$ cat src/shared/tecc_defs.svh
// constants for the transfer code generator
// assumes inclusion by both the package user and the design modules
`ifndef TECC_DEFS_SVH
`define TECC_DEFS_SVH
`define TECC_OFF_CTRL 12'h000
`define TECC_OFF_RESTART 12'h004
`define TECC_OFF_FIRST 12'h008
`define TECC_OFF_SECOND 12'h00C
`define TECC_OFF_STATUS 12'h010
`define TECC_BLK_BYTES 10'h100
`define TECC_BIG_BYTES 10'h200
`define TECC_CODE_BITS 24
`define TECC_CTRL_MODE 0
`define TECC_CTRL_WIDE 1
`define TECC_ST_DONE1 0
`define TECC_ST_DONE2 1
`define TECC_ST_BUSY 2
`endif

$ cat src/shared/tecc_pkg.sv
// types of the transfer code generator
// assumes tecc_defs.svh is visible to its users
package tecc_pkg;
  typedef enum logic [1:0] {
    TECC_IDLE, TECC_FIRST, TECC_SECOND, TECC_FROZEN
  } tecc_state_e;
endpackage

$ cat src/logic/tecc_gen.sv
// code generator over bytes crossing the waveform or slave FIFO path
// assumes data path bytes on MCLK with a transfer qualifier; APB slave
//
// Function
// - one mode bit picks two 256-byte codes (0) or one 512-byte (1)
// - mode clear gives two 3-byte codes over consecutive 256-byte blocks
// - any write to restart register begins a new code from next bytes
// - dual mode stores first 256-byte code in first result register
// - dual mode stores next 256-byte code in second result register
// - dual mode freezes both results after second code until restart
// - mode set gives one 3-byte code over first 512 bytes
// - single mode uses only first result; second stays unused
// - single mode freezes first result after 512 bytes until restart
// - codes valid only with byte-wide interface; software sets that up
// - each code corrects one-bit and detects two-bit errors
`timescale 1ns/1ps
`include "tecc_defs.svh"
module tecc_gen
  import tecc_pkg::*;
#(
  parameter int CODE_BITS = `TECC_CODE_BITS
) (
  // clock and reset
  input wire logic MCLK,
  input wire logic SYS_RST,
  // observed byte path
  input wire logic [7:0] XFER_DATA,
  input wire logic XFER_VALID,
  // apb slave
  input wire logic PSEL,
  input wire logic PENABLE,
  input wire logic PWRITE,
  input wire logic [11:0] PADDR,
  input wire logic [31:0] PWDATA,
  output logic [31:0] PRDATA,
  output logic PREADY,
  output logic PSLVERR,
  // status
  output logic CODE_BUSY,
  output logic CODE_DONE
);
  // the code layout below is fixed at 24 bits; other widths are refused
  if (CODE_BITS != `TECC_CODE_BITS) begin : g_bad_width
    $error("tecc_gen: code width must be 24");
  end

  tecc_state_e state_r, state_nxt;
  logic code_block_size_select_r;
  logic byte_wide_r;
  logic [9:0] count_r, count_nxt;
  logic [23:0] first_code_result_r, second_code_result_r;
  logic [31:0] prdata_r;
  logic pready_r, pslverr_r;

  // apb decode; two-cycle access phase (one wait) answered by registered pready
  function automatic logic hit(input logic [11:0] a, input logic [11:0] o);
    return a == o;
  endfunction
  wire acc = PSEL && PENABLE && !pready_r;
  wire wr = acc && PWRITE;
  wire rd = acc && !PWRITE;
  wire hit_ctrl = hit(PADDR, `TECC_OFF_CTRL);
  wire hit_rst = hit(PADDR, `TECC_OFF_RESTART);
  wire hit_first = hit(PADDR, `TECC_OFF_FIRST);
  wire hit_second = hit(PADDR, `TECC_OFF_SECOND);
  wire hit_stat = hit(PADDR, `TECC_OFF_STATUS);
  wire mapped = hit_ctrl | hit_rst | hit_first | hit_second | hit_stat;
  wire code_restart_strobe = wr && hit_rst;

  // one 256-byte accumulator, cleared after the first half and on restart, and a 512-byte one run side by side
  wire take = XFER_VALID && byte_wide_r &&
              (state_r == TECC_FIRST || state_r == TECC_SECOND);
  wire [21:0] par_half;
  wire [23:0] par_full;
  wire clr_half = code_restart_strobe ||
                  (take && count_r == `TECC_BLK_BYTES - 10'h001);
  tecc_parity #(.IDX_BITS(8)) u_half (
    .clk(MCLK), .clr(SYS_RST || clr_half), .en(take),
    .idx(count_r[7:0]), .data(XFER_DATA), .par(par_half)
  );
  tecc_parity #(.IDX_BITS(9)) u_full (
    .clk(MCLK), .clr(SYS_RST || code_restart_strobe), .en(take),
    .idx(count_r[8:0]), .data(XFER_DATA), .par(par_full)
  );
  // next parity including the byte taken this cycle
  wire [5:0] col_in = {^(XFER_DATA & 8'hF0), ^(XFER_DATA & 8'h0F),
                       ^(XFER_DATA & 8'hCC), ^(XFER_DATA & 8'h33),
                       ^(XFER_DATA & 8'hAA), ^(XFER_DATA & 8'h55)};
  wire bp = ^XFER_DATA;
  function automatic logic [17:0] lines(input logic [8:0] i,
                                        input logic p);
    logic [17:0] l;
    l = '0;
    for (int k = 0; k < 9; k++) begin
      l[2*k+1] = p & i[k];
      l[2*k] = p & ~i[k];
    end
    return l;
  endfunction
  wire [17:0] ln = lines(count_r[8:0], bp);
  // code stored inverted, as line/column parity codes customarily are
  wire [23:0] half_code = ~({2'b00, par_half} ^
                            {2'b00, ln[15:0], col_in});
  wire [23:0] full_code = ~(par_full ^ {ln, col_in});
  wire last_half = take && count_r[7:0] == 8'(`TECC_BLK_BYTES - 10'h001);
  wire last_full = take && count_r == `TECC_BIG_BYTES - 10'h001;

  always_comb begin
    state_nxt = state_r;
    count_nxt = take ? count_r + 10'h001 : count_r;
    if (code_restart_strobe) begin
      state_nxt = TECC_FIRST;
      count_nxt = '0;
    end else begin
      unique case (state_r)
        TECC_IDLE: state_nxt = TECC_IDLE;
        TECC_FIRST: begin
          if (!code_block_size_select_r && last_half) begin
            state_nxt = TECC_SECOND;
          end else if (code_block_size_select_r && last_full) begin
            state_nxt = TECC_FROZEN;
          end
        end
        TECC_SECOND: begin
          if (last_half) begin
            state_nxt = TECC_FROZEN;
          end
        end
        TECC_FROZEN: state_nxt = TECC_FROZEN;
      endcase
    end
  end

  wire st_first = state_r == TECC_FIRST;
  wire dual = !code_block_size_select_r;
  wire ld_first = st_first && (dual ? last_half : last_full);
  wire ld_second = state_r == TECC_SECOND && dual && last_half;

  // status and control words built from their field positions
  wire stat_busy = state_r == TECC_FIRST || state_r == TECC_SECOND;
  wire stat_done1 = state_r == TECC_FROZEN || state_r == TECC_SECOND;
  wire stat_done2 = state_r == TECC_FROZEN && dual;
  wire [31:0] stat_word = (32'(stat_busy) << `TECC_ST_BUSY) |
                          (32'(stat_done1) << `TECC_ST_DONE1) |
                          (32'(stat_done2) << `TECC_ST_DONE2);
  wire [31:0] ctrl_word =
    (32'(code_block_size_select_r) << `TECC_CTRL_MODE) |
    (32'(byte_wide_r) << `TECC_CTRL_WIDE);
  wire [31:0] rd_mux =
    hit_ctrl ? ctrl_word :
    hit_first ? {8'h00, first_code_result_r} :
    hit_second ? {8'h00, second_code_result_r} :
    hit_stat ? stat_word :
    32'h0;

  // sequencing: state and count of taken bytes
  always_ff @(posedge MCLK) begin
    if (SYS_RST) begin
      state_r <= TECC_IDLE;
      count_r <= '0;
    end else begin
      state_r <= state_nxt;
      count_r <= count_nxt;
    end
  end

  // bus answer one cycle after the access edge; data zero outside it
  always_ff @(posedge MCLK) begin
    if (SYS_RST) begin
      prdata_r <= '0;
      pready_r <= 1'b0;
      pslverr_r <= 1'b0;
    end else begin
      pready_r <= acc;
      pslverr_r <= acc && !mapped;
      prdata_r <= rd ? rd_mux : 32'h0;
    end
  end

  // control bits; a mode change inside a block is not defined
  always_ff @(posedge MCLK) begin
    if (SYS_RST) begin
      code_block_size_select_r <= 1'b0;
      byte_wide_r <= 1'b1;
    end else if (wr && hit_ctrl) begin
      code_block_size_select_r <= PWDATA[`TECC_CTRL_MODE];
      byte_wide_r <= PWDATA[`TECC_CTRL_WIDE];
    end
  end

  // results: restart clears, then first loads once per calculation, second once in dual mode only
  always_ff @(posedge MCLK) begin
    if (SYS_RST || code_restart_strobe) begin
      first_code_result_r <= '0;
      second_code_result_r <= '0;
    end else begin
      if (ld_first) begin
        first_code_result_r <= dual ? half_code : full_code;
      end
      if (ld_second) begin
        second_code_result_r <= half_code;
      end
    end
  end

  assign PRDATA = prdata_r;
  assign PREADY = pready_r;
  assign PSLVERR = pslverr_r;
  always_ff @(posedge MCLK) begin
    if (SYS_RST) begin
      CODE_BUSY <= 1'b0;
      CODE_DONE <= 1'b0;
    end else begin
      CODE_BUSY <= state_nxt == TECC_FIRST || state_nxt == TECC_SECOND;
      CODE_DONE <= state_nxt == TECC_FROZEN;
    end
  end
endmodule

$ cat src/logic/tecc_parity.sv
// running line and column parity over one block of bytes
// assumes one byte per cycle with a valid qualifier, same clock
`timescale 1ns/1ps
`include "tecc_defs.svh"
module tecc_parity #(
  parameter int IDX_BITS = 9
) (
  input wire logic clk,
  input wire logic clr,
  input wire logic en,
  input wire logic [IDX_BITS-1:0] idx,
  input wire logic [7:0] data,
  output logic [2*IDX_BITS+5:0] par
);
  // par: {line parities, 2 per index bit; column parities 6 bits}
  localparam int W = 2 * IDX_BITS + 6;
  logic [W-1:0] par_r;
  logic [W-1:0] par_nxt;
  wire byte_par = ^data;
  wire [5:0] col = {^(data & 8'hF0), ^(data & 8'h0F),
                    ^(data & 8'hCC), ^(data & 8'h33),
                    ^(data & 8'hAA), ^(data & 8'h55)};
  logic [2*IDX_BITS-1:0] line;
  genvar g;
  generate
    for (g = 0; g < IDX_BITS; g++) begin : g_line
      assign line[2*g+1] = byte_par & idx[g];
      assign line[2*g] = byte_par & ~idx[g];
    end
  endgenerate
  assign par_nxt = par_r ^ {line, col};
  always_ff @(posedge clk) begin
    if (clr) begin
      par_r <= '0;
    end else if (en) begin
      par_r <= par_nxt;
    end
  end
  assign par = par_r;
endmodule

$ cat config.mk
export PLATFORM = sky130hd
export DESIGN_NAME = tecc_gen
export DESIGN_NICKNAME = d
export VERILOG_FILES = /design/src/shared/tecc_pkg.sv /design/src/logic/tecc_gen.sv /design/src/logic/tecc_parity.sv
export VERILOG_INCLUDE_DIRS = /design/src /design/src/shared
export SDC_FILE = /design/constraint.sdc
export NUM_CORES = 1
export LEC_CHECK = 0
export ABC_CLOCK_PERIOD_IN_PS = 5200
export BUFFER_PORTS_ARGS = -buffer_cell sky130_fd_sc_hd__clkbuf_2
export CAP_MARGIN = 30
export CORE_UTILIZATION = 45
export CTS_CLUSTER_SIZE = 14
export DETAILED_ROUTE_END_ITERATION = 8
export PLACE_DENSITY_LB_ADDON = 0.08
export SLEW_MARGIN = 20
export SYNTH_ARGS = -nofsm -noshare
export SYNTH_HDL_FRONTEND = slang
export SYNTH_SLANG_ARGS = --single-unit
$ cat constraint.sdc
create_clock -name MCLK -period 5.2 [get_ports MCLK]
set_clock_uncertainty 0.1 [all_clocks]
set_input_delay 0.26 -clock MCLK [delete_from_list [all_inputs] [get_ports MCLK]]
set_output_delay 0.26 -clock MCLK [all_outputs]
set_load 0.02 [all_outputs]
# Yosys cells after proc, flatten, opt, wreduce, memory -nomap -nowiden
# Index checks and enable logic that the tools add are counted.
# W data, S select, Z words.
[totals]
reg_bits = 144
inputBits = 58
out_inout_bits = 36
word_cells = 117
[classes]
add_sub_neg = 1
eq_ne = 13
muxes = 11
n_bitwise = 40
n_reduce_logical = 39
[ops]
columns = ["op", "n"]
rows = [
  ["$mux W24", 4],
  ["$reduce_xor A8 Y1", 7],
  ["$xor A22 B22 Y22", 2],
  ["$eq A12 B4 Y1 const B", 2],
  ["$not A22 Y24", 1],
  ["$not A24 Y24", 1],
  ["$xor A24 B24 Y24", 1],
  ["$and A1 B1 Y1", 18],
  ["$logic_and A1 B1 Y1", 18],
  ["$eq A12 B3 Y1 const B", 1],
  ["$eq A12 B5 Y1 const B", 1],
  ["$logic_not A12 Y1", 1],
  ["$add A10 B1 Y10 const B", 1],
  ["$eq A10 B8 Y1 const B", 1],
  ["$eq A10 B9 Y1 const B", 1],
  ["$not A1 Y1", 10],
  ["$eq A2 B2 Y1 const B", 4],
  ["$eq A8 B8 Y1 const B", 1],
  ["$mux W2", 4],
  ["$pmux W2 S4", 1],
  ["$logic_or A1 B1 Y1", 6],
  ["$eq A2 B1 Y1 const B", 2],
  ["$logic_not A1 Y1", 4],
  ["$or A1 B1 Y1", 4],
  ["other kinds (7)", 8],
]

# Logic depth before layout (Yosys ltp)
[logic_depth]
depth_word = 11
ltp_mapped = 10
mapped_depth_nobuf = 9

# By module
# From an unflattened synthesis, not the netlist that was laid out.
[hier_totals]
hier_cells = 746
area_unflattened_um2 = 6471.2
[modules_own_cells]
columns = ["module", "instances", "cells_each", "area_each_um2", "seq_area_each_um2"]
rows = [
  ["tecc_gen", 1, 484, 4284.1, 1781.7],
  ["tecc_parity at u_full", 1, 136, 1134.8, 480.5],
  ["tecc_parity at u_half", 1, 126, 1052.3, 440.4],
]

# Worst setup path before layout
# No wires, ideal clock.
[synth_path]
path_type = "reg2reg"
startpoint = "reg state_r[0]"
endpoint = "reg CODE_BUSY"
setup_ns = 0.114
t_arrival_ns = 2.274
required_ns = 4.986
slack_ns = 2.713
path_stages_with_launch = 11
path_buffers = 1
synth_period_minus_slack_ns = 2.487
path_cell_list = "dfxtp_1 -> inv_1 -> ha_1 -> and3_1 -> and4_1 -> clkbuf_1 -> nor3_1 -> nor3_1 -> or3_1 -> ha_1 -> nor2b_1"
[synth_via]
elab_chain_cells = 11
word_cells_on_any_way = 18
classes_between = "5 x eq/ne; 5 x mux; 8 x reduce/logical"
[synth_rtl]
columns = ["element", "line", "text"]
rows = [
  ["from (decl)", "tecc_gen.sv:47", "tecc_state_e state_r, state_nxt;"],
  ["from (signal assigned)", "tecc_gen.sv:162", "state_r <= state_nxt;"],
  ["$eq A2 B1 Y1 or $eq A2 B2 Y1 (tied branches)", "tecc_gen.sv:72, tecc_gen.sv:115", ""],
  ["$logic_or A1 B1 Y1", "tecc_gen.sv:72", "(state_r == TECC_FIRST || state_r == TECC_SECOND);"],
  ["$logic_and A1 B1 Y1", "tecc_gen.sv:71", "wire take = XFER_VALID && byte_wide_r &&"],
  ["$logic_and A1 B1 Y1", "tecc_gen.sv:106", "wire last_full = take && count_r == `TECC_BIG_BYTES - 10'h001;"],
  ["$logic_and A1 B1 Y1", "tecc_gen.sv:120", "end else if (code_block_size_select_r && last_full) begin"],
  ["$mux W2", "tecc_gen.sv:120", ""],
  ["$mux W2", "tecc_gen.sv:118", "if (!code_block_size_select_r && last_half) begin"],
  ["$pmux W2 S4 (*)", "tecc_gen.sv:115", "unique case (state_r)"],
  ["$mux W2 (*)", "tecc_gen.sv:111", "if (code_restart_strobe) begin"],
  ["via state_nxt[0]", "tecc_gen.sv:47", ""],
  ["$eq A2 B1 Y1 or $eq A2 B2 Y1 (tied branches)", "tecc_gen.sv:214", "CODE_BUSY <= state_nxt == TECC_FIRST || state_nxt == TECC_SECOND;"],
  ["$logic_or A1 B1 Y1 (*)", "tecc_gen.sv:214", ""],
  ["to (signal assigned)", "tecc_gen.sv:211", "CODE_BUSY <= 1'b0;"],
  ["to (signal assigned)", "tecc_gen.sv:214", ""],
  ["to (decl)", "tecc_gen.sv:39", "output logic CODE_BUSY,"],
]
# Mark *: on every way through the listed nets, which the timed path passes. The rest lies on a longest branch.
# A chain may end at the register's enable or synchronous reset.

# Worst setup path in the final report
# Ends and elaborated chain as after synthesis.

==> flow_metrics.py <==
metrics = {
    "placement": {
        "finalWeightedCongestion": 0.814,
        "io_buffer_count": 55,
        "placed_cells": 884,
        "pre_cts_ws_ns": 1.97,
        "hpwlAfterDp_um": 9460,
    },
    "sta": {
        "setup_ws_ns": 2.10,
        "worstMarginPinSlew_ns": 1.01,
        "rsz0062_at_grt": "no",
        "setup_tns_ns": 0,
        "max_freq_mhz": 323,
        "final.period_utilization": 0.596,
        "hold_viol_final": 0,
        "whs_ns": 0.0261,
        "slew_headroom": 0.328,
        "drv_slew": 0,
        "period_minus_slack_ns": 3.10,
        "setup_viol": 0,
    },
    "die": {
        "dieArea_mm2": 0.0142,
        "die_h_um": 119,
        "core_mm2": 0.0133,
        "initial_core_util": 0.464,
        "design.portCount": 94,
        "die_w_um": 119,
        "fp-row-count": 42,
    },
    "worst_hold_path": {
        "hp-start": "SYS_RST",
        "hold_class": "in2reg",
        "min_path_cells": 2,
        "whs_endpoint": "CODE_BUSY",
    },
    "clocking": {
        "clockBufferDepth": 2,
        "cts_buffers": 17,
        "clk_pin_slew_ns": 0.05,
        "clock-sinks": 135,
        "insertion_delay_ns": 0.42,
        "htree_levels": 4,
        "root_buffer": "clkbuf_16",
        "cts_setup_buffers": 0,
        "cts_tree": "done",
    },
    "final_layout": {
        "drive_gt1_frac": 0.148,
        "layout.area.seq_mm2": 0.00270,
        "num-nets-final": 797,
        "areaGrowthSynthToFinish_pct": 16.6,
        "multi_input_area_mm2": 0.00319,
        "final_cells": 921,
        "antenna_cells": 0,
        "fillCellCount": 1245,
    },
    "detailed_routing": {
        "antenna_left": 0,
        "vias_per_cell": 5.69,
        "drt-total-wl_um": 15200,
        "drt-met1-wl_um": 7050,
        "wl_per_cell_um": 16.5,
        "dr_wl_met3_um": 736,
        "first_iter_violations": 418,
        "drc": 0,
        "first_pass_iters": 5,
        "dr_total_vias": 5236,
        "dr.max_layer_used": "met4",
        "met2_length_um": 7240,
    },
    "logic_synthesis": {
        "synthArstFlopShare": 0,
        "synth_top_cell_area_share": 0.437,
        "ys_ff_latch": 135,
        "synth_top_area_cell": "dfxtp_1",
        "synth-seq-area-share": 0.437,
        "synth-edff-count": 0,
        "synth.most_common_cell": "dfxtp_1",
        "ys_top_cells_by_area": "dfxtp_1, xnor2_1, a21oi_1, o31ai_1, nor2_1",
        "syn_area_per_cell_um2": 8.86,
        "synth-main-ff-cell": "dfxtp_1",
        "syn_area_mm2": 0.00619,
        "yosysUniqueCellTypes": 50,
        "synth_commonest_cells": "dfxtp_1, a21oi_1, nor2_1",
        "yosysWarnings": 0,
        "synth_cells": 699,
    },
    "global_route": {
        "first_global_vias": 4866,
        "grt_pass1_wl_um": 25100,
        "antenna_found_initial": 0,
        "grt_max_degree": 110,
        "grt_usage": 0.227,
        "globalRoute.totalOverflow": 0,
    },
    "critical_path": {
        "reg2reg_slack_ns": 2.10,
        "cp-start-kind": "register",
        "cp_max_fo": 11,
        "arrival_ns": 3.30,
        "rr_startpoint": "state_r[0]",
        "worstSetupEndpointType": "register",
        "worstPathRequired_ns": 5.41,
        "r2r_cells": 8,
        "reg2reg_to": "CODE_BUSY",
        "critPathKind": "reg2reg",
        "crit_start": "state_r[0]",
    },
    "pwr": {
        "peakVddDrop_v": 0.000338,
        "p_leak_nw": 2.46,
        "power_density_mw_per_mm2": 353,
        "power_mw": 2.55,
    },
    "run": {
        "maxCapViolCount": 0,
    },
    "status": {
        "status": "finished clean",
    },
}
## metal layers
layer / vias up / GRT usage
met3: 16 / 0.0556
met2: 124 / 0.366
li1: 2592 / -
met1: 2504 / 0.295
met4: 0 / 0.0805
met5: - / 0
## cell usage in the layout, fill, tap and decap left out, types with 6 or more instances in the layout
cell type  instances
inv_1             13
dfxtp_1          135
a22oi_1           19
nor2_1            69
xnor2_1           44
and2_1             6
a32o_1            10
buf_4              7
o21ai_0           50
nand2_1           30
clkbuf_16         17
or3_1             13
nor3_1             8
clkbuf_2          55
a22o_1             6
or4_1             34
conb_1             8
mux2i_1           23
ha_1               7
o31ai_1           35
a211oi_1           8
a21oi_1           74
## stage by stage
stage	area, um^2	util
after global placement	6490	0.486
after global routing	7220	0.541
after floorplan	6220	-
after CTS	7180	0.538
after detailed placement	6530	0.489
final	7220	0.541
## state kept, by name, indices dropped and copies added (netlist names), 2 cells and up
name,count
PRDATA,24
count_r,10
first_code_result_r,24
second_code_result_r,23
state_r,2
u_full.par,24
u_half.par,22
## how the worst max path moves through the flow
stage | to | cells after the start
6_report | CODE_BUSY | 8
4_1_cts | second_code_result_r[16] | 7
3_3_place_gp | second_code_result_r[10] | 7
3_5_place_dp | second_code_result_r[12] | 7
2_1_floorplan | CODE_BUSY | 10
5_1_grt | CODE_BUSY | 8
## final cells by class
type                       instances  share of cell area
multi-input combinational        494               0.441
sequential                       135               0.375
clock buffer                      20              0.0633
timing repair buffer              68              0.0577
tap                              176              0.0305
clock inverter                    12              0.0241
inverter                          16             0.00832
## repair_timing
| item | CTS | global route |
|---|---|---|
| hold endpoints to repair | 2 | 0 |
| resized for setup | 0 | 0 |
| endpoints found under the setup margin | 0 | 0 |
| hold buffers | 2 | 0 |
## cells by family after synthesis
logic type,share of synthesized area
other cells,0.000606
buf+inv,0.0570
mux,0.0372
flops,0.437
simple gates,0.168
xor+xnor,0.0730
compound gates,0.213
fa+ha+maj,0.0141
## critical path, stage by stage (launching register included)
cell,delay [ns]
dfxtp_1,0.41
inv_1,0.11
ha_1,0.33
and3_1,0.33
and2_1,0.25
nand3_1,0.52
a211oi_1,0.51
ha_1,0.30
nor2b_1,0.12
## power breakdown
part           switching [mW]  internal, mW
sequential           0.000308          1.04
clock                   0.450         0.826
combinational           0.174        0.0642
No activity file was read; power rests on OpenSTA's default activity.
